[config.mk]
export PLATFORM = sky130hd
export DESIGN_NAME = fifo_cascade_stage_flat
export DESIGN_NICKNAME = d
export VERILOG_FILES = /design/src/fifo_cascade_pkg.sv /design/src/fifo_pins_if.sv /design/src/fifo_cascade_stage.sv /design/src/flat_wrapper.sv
export SDC_FILE = /design/constraint.sdc
export NUM_CORES = 2
export LEC_CHECK = 0
export BUFFER_PORTS_ARGS = -buffer_cell sky130_fd_sc_hd__buf_2
export CAP_MARGIN = 20
export CORE_MARGIN = 4
export CORE_UTILIZATION = 63
export CTS_CLUSTER_SIZE = 25
export DETAILED_ROUTE_END_ITERATION = 12
export MAX_ROUTING_LAYER = met4
export PLACE_DENSITY = 0.83
export SETUP_SLACK_MARGIN = 0.2
export SYNTH_ARGS = -nofsm -noshare
export SYNTH_HDL_FRONTEND = slang
export SYNTH_MEMORY_MAX_BITS = 65536
export SYNTH_SLANG_ARGS = --single-unit
[constraint.sdc]
create_clock -name clk_sys -period 6.9 [get_ports clk_sys]
set_clock_uncertainty 0.15 [all_clocks]
set_input_delay 1.38 -clock clk_sys [delete_from_list [all_inputs] [get_ports clk_sys]]
set_output_delay 1.38 -clock clk_sys [all_outputs]
set_load 0.01 [all_outputs]
[src/fifo_cascade_pkg.sv]
/*
  shared constants for the cascaded fifo stage and its user-side controller.
  assumes one clock, clk_sys at 10 MHz; all strobes and the first-load strap are active low.
*/
`default_nettype none
package fifo_cascade_pkg;
  localparam int DATA_W = 18;
  localparam int DEF_DEPTH = 256;
  localparam int DEF_AE_OFS = 7;
  localparam int DEF_AF_OFS = 7;
  localparam int DEF_NDEV = 2;
  localparam int CLK_PERIOD_NS = 100;
  // per-device propagation budgets, in transfer-clock / edge-clock periods
  localparam int RIPPLE_XFER_CYC = 4;
  localparam int RIPPLE_READ_CYC = 3;
  localparam int BUBBLE_XFER_CYC = 3;
  localparam int BUBBLE_WRITE_CYC = 2;

  typedef enum logic [1:0] {
    MODE_SINGLE = 2'b00,
    MODE_FALL_THROUGH_MODE = 2'b01,
    MODE_DAISY = 2'b11
  } cas_mode_type;

  // strap order: {first_load_sel, read_token_in, write_token_in}
  localparam logic [2:0] STRAP_DAISY_FIRST = 3'h3;
  localparam logic [2:0] STRAP_DAISY_OTHER = 3'h7;
  localparam logic [2:0] STRAP_FALL_THROUGH_MODE = 3'h5;
  localparam logic [2:0] STRAP_SINGLE = 3'h4;

  function automatic cas_mode_type strap_mode(input logic [2:0] s);
    if (s[1] && s[0]) strap_mode = MODE_DAISY;
    else if (!s[1] && s[0]) strap_mode = MODE_FALL_THROUGH_MODE;
    else strap_mode = MODE_SINGLE;
  endfunction : strap_mode

  function automatic logic [2:0] strap_for(input cas_mode_type m, input logic first);
    case (m)
      MODE_DAISY: strap_for = first ? STRAP_DAISY_FIRST : STRAP_DAISY_OTHER;
      MODE_FALL_THROUGH_MODE: strap_for = STRAP_FALL_THROUGH_MODE;
      default: strap_for = STRAP_SINGLE;
    endcase
  endfunction : strap_for
endpackage : fifo_cascade_pkg
`default_nettype wire

[src/fifo_pins_if.sv]
/*
  pin set of one fifo stage toward its outside party.
  assumes the testbench ties token rings and data chains between instances.
*/
`timescale 1ns/10ps
`default_nettype none
interface fifo_pins_if #(parameter int WIDTH = 18);
  logic [WIDTH-1:0] data_in;
  logic wr_en_n;
  logic [WIDTH-1:0] data_out;
  logic rd_en_n;
  logic first_load_sel;
  logic write_token_in;
  logic read_token_in;
  logic write_token_out;
  logic read_token_out;
  logic offset_load_n;
  logic empty_flag_n;
  logic full_flag_n;
  logic almost_empty_n;
  logic almost_full_n;
  logic half_full_n;

  modport dev (
    input data_in, wr_en_n, rd_en_n, first_load_sel, write_token_in, read_token_in, offset_load_n,
    output data_out, write_token_out, read_token_out, empty_flag_n, full_flag_n,
    output almost_empty_n, almost_full_n, half_full_n
  );
  modport ctl (
    output data_in, wr_en_n, rd_en_n, first_load_sel, write_token_in, read_token_in, offset_load_n,
    input data_out, write_token_out, read_token_out, empty_flag_n, full_flag_n,
    input almost_empty_n, almost_full_n, half_full_n
  );
endinterface : fifo_pins_if
`default_nettype wire

[src/fifo_cascade_stage.sv]
/*
  one fifo stage usable alone, in a token-ring depth chain, or in a
  fall-through data chain. in fall-through, empty_flag_n is output ready
  and full_flag_n is input ready, both active low, so stages chain pin to pin.
  in token-ring mode only the token holder stores or delivers words.
  limitation: read, write and transfer clocks are all the one clk_sys.
  assumes neighbours share clk_sys; write/read enables come from same-clock logic.
*/
// How it works
// - first chain device straps first-load low
// - other chain devices strap first-load high
// - write-token out feeds next write-token in
// - read-token out feeds next read-token in
// - all offset-load inputs share one signal
// - half-full stays inactive in token-ring mode
// - user ORs each flag across all devices
// - token-ring flags: one register stage
// - chained fall-through stages add capacities
// - every chained device strapped fall-through at reset
// - first word ripples down without reads
// - word on outputs drives output-ready low
// - ripple latency within per-device budget
// - only first word sees ripple delay
// - free slot drives input-ready low
// - bubble-up latency within per-device budget
// - transfer clock is the faster clock
// - skew misses may add handshake cycles
// - fall-through strap is 0,0,1 or 1,0,1
`timescale 1ns/10ps
`default_nettype none
module fifo_cascade_stage
  import fifo_cascade_pkg::*;
#(
  parameter int WIDTH = DATA_W,
  parameter int DEPTH = DEF_DEPTH,
  parameter int AE_OFS = DEF_AE_OFS,
  parameter int AF_OFS = DEF_AF_OFS
) (
  // clock and reset
  input wire logic clk_sys,
  input wire logic rstn,
  // pins toward the outside party
  fifo_pins_if.dev pins
);
  localparam int AW = $clog2(DEPTH);
  localparam int CW = $clog2(DEPTH + 2);
  localparam logic [CW-1:0] CAP_STD = CW'(DEPTH);
  localparam logic [CW-1:0] CAP_FT = CW'(DEPTH + 1);
  localparam logic [CW-1:0] HALF = CW'(DEPTH / 2);
  localparam logic [AW-1:0] LAST_LOC = AW'(DEPTH - 1);

  logic [WIDTH-1:0] mem [DEPTH];
  logic cfg_done_r;
  cas_mode_type mode_r;
  logic [AW-1:0] wptr_r;
  logic [AW-1:0] rptr_r;
  logic [CW-1:0] mem_cnt_r;
  logic out_vld_r;
  logic wtok_r;
  logic rtok_r;
  logic ofs_sel_r;
  logic [CW-1:0] ae_ofs_r;
  logic [CW-1:0] af_ofs_r;
  logic [WIDTH-1:0] data_out_r;
  logic full_r;
  logic ef_n_r;
  logic ff_n_r;
  logic ae_n_r;
  logic af_n_r;
  logic hf_n_r;
  logic wtok_out_r;
  logic rtok_out_r;

  wire [2:0] strap = {pins.first_load_sel, pins.read_token_in, pins.write_token_in};
  cas_mode_type strap_m;
  assign strap_m = strap_mode(strap);
  wire fall_through_mode = (mode_r == MODE_FALL_THROUGH_MODE);
  wire daisy = (mode_r == MODE_DAISY);
  // an offset load takes the write strobe but never stores a word
  wire ofs_wr = cfg_done_r && !pins.offset_load_n && !pins.wr_en_n;
  // full_r is the registered input ready, so both ends see the same handshake edge
  wire wr_go = cfg_done_r && pins.offset_load_n && !pins.wr_en_n && !full_r && (!daisy || wtok_r);
  wire mem_has = (mem_cnt_r != '0);
  wire rd_std = cfg_done_r && !fall_through_mode && !pins.rd_en_n && mem_has && (!daisy || rtok_r);
  wire rd_out = cfg_done_r && fall_through_mode && !pins.rd_en_n && out_vld_r;
  // fall-through refills the output word with no read request
  wire load_out = fall_through_mode && mem_has && (!out_vld_r || rd_out);
  wire mem_rd = rd_std || load_out;
  wire [CW-1:0] cnt_nxt = mem_cnt_r + CW'(wr_go) - CW'(mem_rd);
  wire vld_nxt = load_out ? 1'b1 : (rd_out ? 1'b0 : out_vld_r);
  wire [CW-1:0] total_nxt = cnt_nxt + CW'(vld_nxt);
  // output stage adds one word of capacity per device
  wire [CW-1:0] cap = fall_through_mode ? CAP_FT : CAP_STD;
  wire empty_nxt = fall_through_mode ? !vld_nxt : (cnt_nxt == '0);
  wire full_nxt = (total_nxt == cap);
  wire wtok_pass = daisy && wr_go && (wptr_r == LAST_LOC);
  wire rtok_pass = daisy && rd_std && (rptr_r == LAST_LOC);
  // before the strap edge the strap itself picks the ready polarity,
  // so no false output ready shows up once the strap edge has passed
  // (flags still hold their reset levels during that first cycle)
  wire ft_flags = cfg_done_r ? fall_through_mode : (strap_m == MODE_FALL_THROUGH_MODE);
  wire ef_pin_nxt = ft_flags ? empty_nxt : !empty_nxt;
  wire ff_pin_nxt = ft_flags ? full_nxt : !full_nxt;

  // mode straps caught at the first edge after reset release
  always_ff @(posedge clk_sys or negedge rstn) begin
    if (!rstn) begin
      cfg_done_r <= 1'b0;
      mode_r <= MODE_SINGLE;
    end else if (!cfg_done_r) begin
      cfg_done_r <= 1'b1;
      mode_r <= strap_m;
    end
  end

  // storage is not reset: data_out is unknown until the first load
  always_ff @(posedge clk_sys) begin
    if (wr_go) begin
      mem[wptr_r] <= pins.data_in;
    end
    if (mem_rd) begin
      data_out_r <= mem[rptr_r];
    end
  end

  // pointers wrap at a power of two, so DEPTH must be one
  // later words stream behind the first with no added delay
  always_ff @(posedge clk_sys or negedge rstn) begin
    if (!rstn) begin
      wptr_r <= '0;
      rptr_r <= '0;
      mem_cnt_r <= '0;
      out_vld_r <= 1'b0;
    end else begin
      wptr_r <= wptr_r + AW'(wr_go);
      rptr_r <= rptr_r + AW'(mem_rd);
      mem_cnt_r <= cnt_nxt;
      out_vld_r <= vld_nxt;
    end
  end

  // token ring: holder accepts accesses, passes on at last location
  // a broken ring leaves no holder, and every read and write is then dropped
  always_ff @(posedge clk_sys or negedge rstn) begin
    if (!rstn) begin
      wtok_r <= 1'b0;
      rtok_r <= 1'b0;
      wtok_out_r <= 1'b1;
      rtok_out_r <= 1'b1;
    end else if (!cfg_done_r) begin
      wtok_r <= (strap_m == MODE_DAISY) && !pins.first_load_sel;
      rtok_r <= (strap_m == MODE_DAISY) && !pins.first_load_sel;
    end else begin
      wtok_r <= (daisy && !pins.write_token_in) || (wtok_r && !wtok_pass);
      rtok_r <= (daisy && !pins.read_token_in) || (rtok_r && !rtok_pass);
      wtok_out_r <= !wtok_pass;
      rtok_out_r <= !rtok_pass;
    end
  end

  // offset load: first write sets almost-empty, next sets almost-full
  always_ff @(posedge clk_sys or negedge rstn) begin
    if (!rstn) begin
      ofs_sel_r <= 1'b0;
      ae_ofs_r <= CW'(AE_OFS);
      af_ofs_r <= CW'(AF_OFS);
    end else if (ofs_wr) begin
      ofs_sel_r <= !ofs_sel_r;
      if (ofs_sel_r) begin
        af_ofs_r <= pins.data_in[CW-1:0];
      end else begin
        ae_ofs_r <= pins.data_in[CW-1:0];
      end
    end
  end

  // every flag is one register stage from the occupancy update
  always_ff @(posedge clk_sys or negedge rstn) begin
    if (!rstn) begin
      full_r <= 1'b0;
      ef_n_r <= 1'b0;
      ff_n_r <= 1'b1;
      ae_n_r <= 1'b0;
      af_n_r <= 1'b1;
      hf_n_r <= 1'b1;
    end else begin
      // one clock only: no skew, so a ready never takes an extra cycle
      full_r <= full_nxt;
      ef_n_r <= ef_pin_nxt;
      ff_n_r <= ff_pin_nxt;
      ae_n_r <= (total_nxt > ae_ofs_r);
      af_n_r <= (total_nxt < cap - af_ofs_r);
      // no meaningful half point across a token ring
      hf_n_r <= daisy || (total_nxt <= HALF);
    end
  end

  assign pins.data_out = data_out_r;
  assign pins.empty_flag_n = ef_n_r;
  assign pins.full_flag_n = ff_n_r;
  assign pins.almost_empty_n = ae_n_r;
  assign pins.almost_full_n = af_n_r;
  assign pins.half_full_n = hf_n_r;
  assign pins.write_token_out = wtok_out_r;
  assign pins.read_token_out = rtok_out_r;
endmodule : fifo_cascade_stage
`default_nettype wire

[src/flat_wrapper.sv]
// flat-port wrapper written by rule: the top's interface ports become plain ports
module fifo_cascade_stage_flat import fifo_cascade_pkg::*;
#(
  parameter int WIDTH = DATA_W,
  parameter int DEPTH = DEF_DEPTH,
  parameter int AE_OFS = DEF_AE_OFS,
  parameter int AF_OFS = DEF_AF_OFS
)
  (clk_sys, rstn, pins_data_in, pins_wr_en_n, pins_rd_en_n, pins_first_load_sel, pins_write_token_in, pins_read_token_in, pins_offset_load_n, pins_data_out, pins_write_token_out, pins_read_token_out, pins_empty_flag_n, pins_full_flag_n, pins_almost_empty_n, pins_almost_full_n, pins_half_full_n);
  fifo_pins_if #(.WIDTH(WIDTH)) pins_i ();
  input wire logic clk_sys;
  input wire logic rstn;
  input wire logic [$bits(pins_i.data_in)-1:0] pins_data_in;
  input wire logic [$bits(pins_i.wr_en_n)-1:0] pins_wr_en_n;
  input wire logic [$bits(pins_i.rd_en_n)-1:0] pins_rd_en_n;
  input wire logic [$bits(pins_i.first_load_sel)-1:0] pins_first_load_sel;
  input wire logic [$bits(pins_i.write_token_in)-1:0] pins_write_token_in;
  input wire logic [$bits(pins_i.read_token_in)-1:0] pins_read_token_in;
  input wire logic [$bits(pins_i.offset_load_n)-1:0] pins_offset_load_n;
  output wire logic [$bits(pins_i.data_out)-1:0] pins_data_out;
  output wire logic [$bits(pins_i.write_token_out)-1:0] pins_write_token_out;
  output wire logic [$bits(pins_i.read_token_out)-1:0] pins_read_token_out;
  output wire logic [$bits(pins_i.empty_flag_n)-1:0] pins_empty_flag_n;
  output wire logic [$bits(pins_i.full_flag_n)-1:0] pins_full_flag_n;
  output wire logic [$bits(pins_i.almost_empty_n)-1:0] pins_almost_empty_n;
  output wire logic [$bits(pins_i.almost_full_n)-1:0] pins_almost_full_n;
  output wire logic [$bits(pins_i.half_full_n)-1:0] pins_half_full_n;
  assign pins_i.data_in = pins_data_in;
  assign pins_i.wr_en_n = pins_wr_en_n;
  assign pins_i.rd_en_n = pins_rd_en_n;
  assign pins_i.first_load_sel = pins_first_load_sel;
  assign pins_i.write_token_in = pins_write_token_in;
  assign pins_i.read_token_in = pins_read_token_in;
  assign pins_i.offset_load_n = pins_offset_load_n;
  assign pins_data_out = pins_i.data_out;
  assign pins_write_token_out = pins_i.write_token_out;
  assign pins_read_token_out = pins_i.read_token_out;
  assign pins_empty_flag_n = pins_i.empty_flag_n;
  assign pins_full_flag_n = pins_i.full_flag_n;
  assign pins_almost_empty_n = pins_i.almost_empty_n;
  assign pins_almost_full_n = pins_i.almost_full_n;
  assign pins_half_full_n = pins_i.half_full_n;
  fifo_cascade_stage #(.WIDTH(WIDTH), .DEPTH(DEPTH), .AE_OFS(AE_OFS), .AF_OFS(AF_OFS)) u_core (.clk_sys(clk_sys), .rstn(rstn), .pins(pins_i));
endmodule
==> After elaboration in Yosys (flattened, before gate mapping) <==
Memories as Yosys holds them, arrays and structs flattened. A register that Yosys moved wholly into a read port is not among the register bits.
Cells that the tools add are included.
{ "totals": {"register_bits": 58, "ram_bits": 4608, "input_bits": 26, "n_memories": 1} }
{ "mem_list": {"columns": ["name", "depth", "word_bits", "rd", "rd_ports_with_merged_regs", "wr", "line_no", "rtl"], "rows": [
  ["u_core.mem", 256, 18, 1, 1, 1, "fifo_cascade_stage.sv:52", "logic [WIDTH-1:0] mem [DEPTH];"]
]} }
{ "op_classes": {"add_sub_neg": 6, "n_lt_le_gt_ge": 3, "eq_ne": 7, "muxes": 13, "bitwise_logic": 1, "reduce_logical": 53} }
{ "ops": {"columns": ["op", "count"], "rows": [
  ["logical AND 1 bit", 26],
  ["adder 9 x 1 -> 9 bit", 2],
  ["adder 8 x 1 -> 8 bit", 2],
  ["== test 8 bit (second input constant)", 2],
  ["zero test 1 bit", 16],
  ["2-to-1 mux 1 bit", 12],
  ["== test 9 bit", 1],
  ["greater-than comparator 9 bit", 1],
  ["less-or-equal comparator 9 x 8 -> 1 bit (second input constant)", 1],
  ["zero test 9 bit", 1],
  ["less-than comparator 9 bit", 1],
  ["nonzero test 9 bit", 1],
  ["subtractor 9 x 1 -> 9 bit", 1],
  ["subtractor 9 bit", 1],
  ["logical OR 1 bit", 7],
  ["== test 2 x 1 -> 1 bit (second input constant)", 2],
  ["== test 2 bit (second input constant)", 2],
  ["AND reduction 2 bit", 2],
  ["2-to-1 mux 2 bit", 1],
  ["NOT 1 bit", 1]
]} }

==> Depth between registers and ports, before layout <==
{ "logic_depth": {"word_depth": 12, "mapped_depth": 22, "ltp_nobuf": 22} }

==> Worst setup path after synthesis <==
OpenSTA, ideal clock, no wires.
{ "synth_timing": {"kind": "input-to-reg", "startpoint": "input pins_rd_en_n", "endpoint": "register u_core.ae_n_r (netlist: u_core.pins.almost_empty_n)", "setup_ps": 130, "t_arrival_ps": 5690, "slack_ps": 930, "stages": 21, "n_path_buf": 0, "path_cell_list": "nand2b_1 -> a21oi_1 -> nor2_1 -> nor2_1 -> ha_1 -> inv_1 -> ha_1 -> fa_1 -> a21o_1 -> a221oi_1 -> xor2_1 -> inv_1 -> and4_1 -> nand3_1 -> nand2_1 -> ha_1 -> nand2_1 -> nor3_1 -> o21ai_0 -> a32oi_1 -> nand3_1"} }
{ "synth_between": {"elab_chain_cells": 9, "elab_cells_between_ends": 14} }
{ "synth_rtl": {"columns": ["item", "line_no", "rtl"], "rows": [
  ["start: declaration", "flat_wrapper.sv:15", "input wire logic [$bits(pins_i.rd_en_n)-1:0] pins_rd_en_n;"],
  ["zero test 1 bit *", "fifo_cascade_stage.sv:84, fifo_cascade_stage.sv:85", null],
  ["logical AND 1 bit (2 in a row)", "fifo_cascade_stage.sv:85", "wire rd_out = cfg_done_r && fall_through_mode && !pins.rd_en_n && out_vld_r;"],
  ["logical OR 1 bit", "fifo_cascade_stage.sv:87", "wire load_out = fall_through_mode && mem_has && (!out_vld_r || rd_out);"],
  ["logical AND 1 bit", "fifo_cascade_stage.sv:87", null],
  ["logical OR 1 bit *", "fifo_cascade_stage.sv:88", "wire mem_rd = rd_std || load_out;"],
  ["subtractor 9 x 1 -> 9 bit *", "fifo_cascade_stage.sv:89", "wire [CW-1:0] cnt_nxt = mem_cnt_r + CW'(wr_go) - CW'(mem_rd);"],
  ["named net u_core.cnt_nxt[6]", "fifo_cascade_stage.sv:89", null],
  ["adder 9 x 1 -> 9 bit *", "fifo_cascade_stage.sv:91", "wire [CW-1:0] total_nxt = cnt_nxt + CW'(vld_nxt);"],
  ["greater-than comparator 9 bit *", "fifo_cascade_stage.sv:191", "ae_n_r <= (total_nxt > ae_ofs_r);"],
  ["end signal: assignment", "fifo_cascade_stage.sv:191", null],
  ["end: declaration", "fifo_cascade_stage.sv:68", "logic ae_n_r;"]
]} }
Mark *: on every way through the listed nets, which the timed path passes. The rest lies on a longest branch.
A chain may end at the register's enable or synchronous reset.

==> insert_results.sql <==
INSERT INTO impl_metrics (metric_group, metric, value, unit) VALUES
('power', 'pwr_density_cell', '414.0', 'nW/um^2'),
('flow_run', 'maxCapViolations', '1', ''),
('timing', 'layout_min_cycle_time', '6116', 'ps'),
('power', 'peakVddDrop', '0.3712', 'mV'),
('floorplanning', 'fp-row-count', '195', ''),
('logic_synthesis', 'post_synth_inst_count', '7382', ''),
('worst_setup_path', 'critical_path.cell_chain', 'buf_12 -> buf_4 -> mux4_2 -> mux4_2 -> a22o_1 -> a221oi_1 -> o22ai_1 -> or3_1', ''),
('logic_synthesis', 'post_synth_instance_area', '179700', 'sq um'),
('timing', 'final_hold_viol_count', '0', ''),
('floorplanning', 'die_area', '293900', 'sq um'),
('grt', 'antenna_found_initial', '81', ''),
('finish', 'post_layout_nonfiller_instances', '12040', ''),
('placement', 'dpl.hpwl', '276.3', 'mm'),
('logic_synthesis', 'netlist_top_cells_area', 'sky130_fd_sc_hd__edfxtp_1, sky130_fd_sc_hd__mux4_2, sky130_fd_sc_hd__dfrtp_1', ''),
('timing', 'grt_setup_unrepaired', 'false', ''),
('timing', 'worstMarginPinSlew', '1722', 'ps'),
('placement', 'place.gp.congestion', '0.9002', ''),
('logic_synthesis', 'synth_top_area_frac', '0.7730', ''),
('timing', 'final-setup-viol-count', '0', ''),
('worst_setup_path', 'timing.critical_path.max_delay_family', 'compound AO/OA/AOI/OAI gates', ''),
('clock_tree', 'clock_insertion_delay_worst_skew', '980', 'ps'),
('timing', 'layout_worst_path_cycle_share', '0.8864', ''),
('finish', 'final_net_count', '7880', ''),
('detailed_routing', 'remaining_drc_errors', '0', ''),
('detailed_routing', 'total_number_of_vias', '98580', ''),
('floorplanning', 'ioPinCount', '51', ''),
('floorplanning', 'fp.dieW', '542.1', 'um'),
('worst_setup_path', 'timing.critical_path.required', '7470', 'ps'),
('placement', 'place.port_buffers', '50', ''),
('timing', 'maxSlewViolCount', '48', ''),
('finish', 'final_layout_size_suffix_gt1_frac', '0.3371', ''),
('grt', 'grt_overflow_total', '0', ''),
('grt', 'global_route_wire_length_before_repair', '797.0', 'mm'),
('detailed_routing', 'detailedRoute.firstIterationViolations', '22460', ''),
('timing', 'fmax', '163.5', 'MHz'),
('floorplanning', 'floorplan.initialDensity', '0.6350', ''),
('clock_tree', 'cts-htree-levels', '5', ''),
('clock_tree', 'number_of_cts_inserted_buffers', '437', ''),
('placement', 'post-place-cells', '10990', ''),
('logic_synthesis', 'synth_edf_count', '4626', ''),
('finish', 'synthToLayoutAreaGrowth', '12.68', '%'),
('clock_tree', 'cts.repair_timing.setup_buffer_count', '0', ''),
('detailed_routing', 'total_wire_length', '608.5', 'mm'),
('timing', 'max_slew_margin', '-0.1480', ''),
('detailed_routing', 'drt_first_pass_iters', '7', ''),
('worst_setup_path', 'cpMaxStageDelayCell', 'sky130_fd_sc_hd__a221oi_1', ''),
('worst_setup_path', 'setup.worst_path.start_class', 'flop', ''),
('detailed_routing', 'post_drt_via_cell_ratio', '8.189', ''),
('logic_synthesis', 'cell_type_with_the_largest_total_area_after_synthesis', 'sky130_fd_sc_hd__edfxtp_1', ''),
('logic_synthesis', 'synth_cell_type_count', '64', ''),
('worst_setup_path', 'critical_path_buf_inv_count', '2', ''),
('detailed_routing', 'post_drt_wl_per_cell', '50.55', 'um'),
('clock_tree', 'cts_resized', '0', ''),
('logic_synthesis', 'synth-seq-cells', '4684', ''),
('outcome', 'outcome', 'complete, but fails checks', ''),
('logic_synthesis', 'synth-warning-count', '0', ''),
('finish', 'layout.cells.most_common', 'sky130_fd_sc_hd__edfxtp_1', ''),
('worst_setup_path', 'critical_path_peak_fanout', '28', ''),
('detailed_routing', 'ant_nets', '0', ''),
('grt', 'first_global_vias', '93390', ''),
('floorplanning', 'core_area', '283000', 'sq um'),
('clock_tree', 'clock_tree.buffer_depth', '4', ''),
('clock_tree', 'clock_sink_count', '4684', ''),
('logic_synthesis', 'mapped_avg_cell_area', '24.35', 'sq um'),
('clock_tree', 'clkTransAtPathRegs', '80', 'ps'),
('floorplanning', 'die_height', '542.1', 'um'),
('clock_tree', 'post_cts_hold_buffer_count', '0', ''),
('clock_tree', 'clockRootBuffer', 'sky130_fd_sc_hd__clkbuf_16', ''),
('worst_setup_path', 'cpMostUsedCell', 'sky130_fd_sc_hd__mux4_2', ''),
('outcome', 'failing_checks', 'max-capacitance violations, max-slew violations', ''),
('worst_setup_path', 'crit_type', 'flop to flop', '');
worst reg2reg max path: stages, from the launching register on:
cell                       delay, ps
sky130_fd_sc_hd__dfrtp_4        1040
sky130_fd_sc_hd__buf_12          370
sky130_fd_sc_hd__buf_4           290
sky130_fd_sc_hd__mux4_2          550
sky130_fd_sc_hd__mux4_2          570
sky130_fd_sc_hd__a22o_1          350
sky130_fd_sc_hd__a221oi_1       1300
sky130_fd_sc_hd__o22ai_1         680
sky130_fd_sc_hd__or3_1           540
logic make-up (layout without fill, tap and decap cells):
family / Yosys count / count (layout) / synth area share
adders and majority gates: 33 / 33 / 0.002339
AOI/OAI and AO/OA: 249 / 249 / 0.009622
muxes: 1474 / 1474 / 0.1825
DFF: 4684 / 4684 / 0.7811
and+or+nand+nor: 477 / 477 / 0.01148
other: 1 / 115 / 0.00002087
xor gates and xnor gates: 35 / 35 / 0.001706
buffers and inverters: 429 / 1228 / 0.01122
final timing paths:
kind	from	depth (start not counted)	to	slack, ps
worst min register to register	u_core.ofs_sel_r	1	u_core.ofs_sel_r	350
max in group asynchronous	rstn	2	u_core.rptr_r[4]	5380
worst max register to register	u_core.rptr_r[0]	8	u_core.pins.data_out[4]	780
min in group asynchronous	rstn	2	u_core.rptr_r[6]	520
worst max-delay path	u_core.rptr_r[0]	8	u_core.pins.data_out[4]	780
worst min-delay path	u_core.ofs_sel_r	1	u_core.ofs_sel_r	350
report_power, final:
part	leakage [uW]	total (uW)	internal [uW]	switching [uW]
Clock	0.00682	25200	13500	11700
Combinational	0.0134	26400	10600	15800
Sequential	0.0423	32200	31600	676
sequential cells by signal, summed over array words and instances, names as in the netlist:
name                         flops
u_core.mem                    4608
u_core.cfg_done_r                1
u_core.pins.full_flag_n          1
u_core.pins.data_out            18
u_core.rptr_r                    8
u_core.wptr_r                    8
u_core.ofs_sel_r                 1
u_core.pins.almost_full_n        1
u_core.ae_ofs_r                  9
u_core.full_r                    1
u_core.out_vld_r                 1
u_core.pins.almost_empty_n       1
u_core.wtok_r                    1
u_core.pins.half_full_n          1
u_core.pins.write_token_out      1
u_core.pins.read_token_out       1
u_core.mode_r                    2
u_core.pins.empty_flag_n         1
u_core.af_ofs_r                  9
u_core.rtok_r                    1
u_core.mem_cnt_r                 9
routing by layer:
metal  GRT usage  share of wire  vias to the layer above  wire [um]
li1            -              -                    32880          -
met1      0.4986           0.29                    49400     173900
met2      0.6104           0.46                    12930     278800
met3      0.1259           0.15                     3372      93280
met4      0.2621           0.10                        0      62520
met5           -              0                        -          0
cell usage after synthesis, types with 7 or more instances:
cell and n:
sky130_fd_sc_hd__ha_1 32, sky130_fd_sc_hd__xor2_1 10, sky130_fd_sc_hd__a21o_1 9, sky130_fd_sc_hd__mux2i_1 14, sky130_fd_sc_hd__clkbuf_1 192, sky130_fd_sc_hd__dfrtp_1 47, sky130_fd_sc_hd__nand2_1 78, sky130_fd_sc_hd__buf_6 24
sky130_fd_sc_hd__buf_2 133, sky130_fd_sc_hd__nor2b_1 13, sky130_fd_sc_hd__mux2_2 20, sky130_fd_sc_hd__nor3_1 17, sky130_fd_sc_hd__o21ai_0 27, sky130_fd_sc_hd__a22o_1 23, sky130_fd_sc_hd__o22ai_1 30, sky130_fd_sc_hd__a221oi_1 21
sky130_fd_sc_hd__a21oi_1 42, sky130_fd_sc_hd__nor2_1 285, sky130_fd_sc_hd__mux4_2 1440, sky130_fd_sc_hd__inv_1 29, sky130_fd_sc_hd__a22oi_1 55, sky130_fd_sc_hd__nand3_1 20, sky130_fd_sc_hd__dfstp_2 11, sky130_fd_sc_hd__or3_1 11
sky130_fd_sc_hd__buf_4 16, sky130_fd_sc_hd__buf_1 35, sky130_fd_sc_hd__nand2b_1 14, sky130_fd_sc_hd__a211oi_1 7, sky130_fd_sc_hd__edfxtp_1 4626, sky130_fd_sc_hd__and3_1 8, sky130_fd_sc_hd__xnor2_1 25
layout make-up:
type                            instances  area (sq um)
Antenna cell                          114         285.3
Clock buffer                          547         11590
Clock inverter                        252          2465
Fill cell                           14280         80520
Inverter                               29         108.9
Multi-Input combinational cell       2269         38050
Sequential cell                      4684        140400
Tap cell                             3743          4683
Timing Repair Buffer                  400          4915
stage by stage:
step                      total power [uW]  area (sq um)  setup slack [ps]    util  hold slack (ps)
after CTS                            81680        199900              1559  0.7064            352.2
after global placement               55100        185700             909.9  0.6561            331.7
after floorplan                      47480        179700             929.9       -            310.2
after detailed placement             55970        185900             995.4  0.6567            341.3
after global routing                 84860        202500             939.7  0.7153            359.7
final                                83830        202500             783.6  0.7155            349.6
Note: power is estimated with default switching activity, not from simulation.
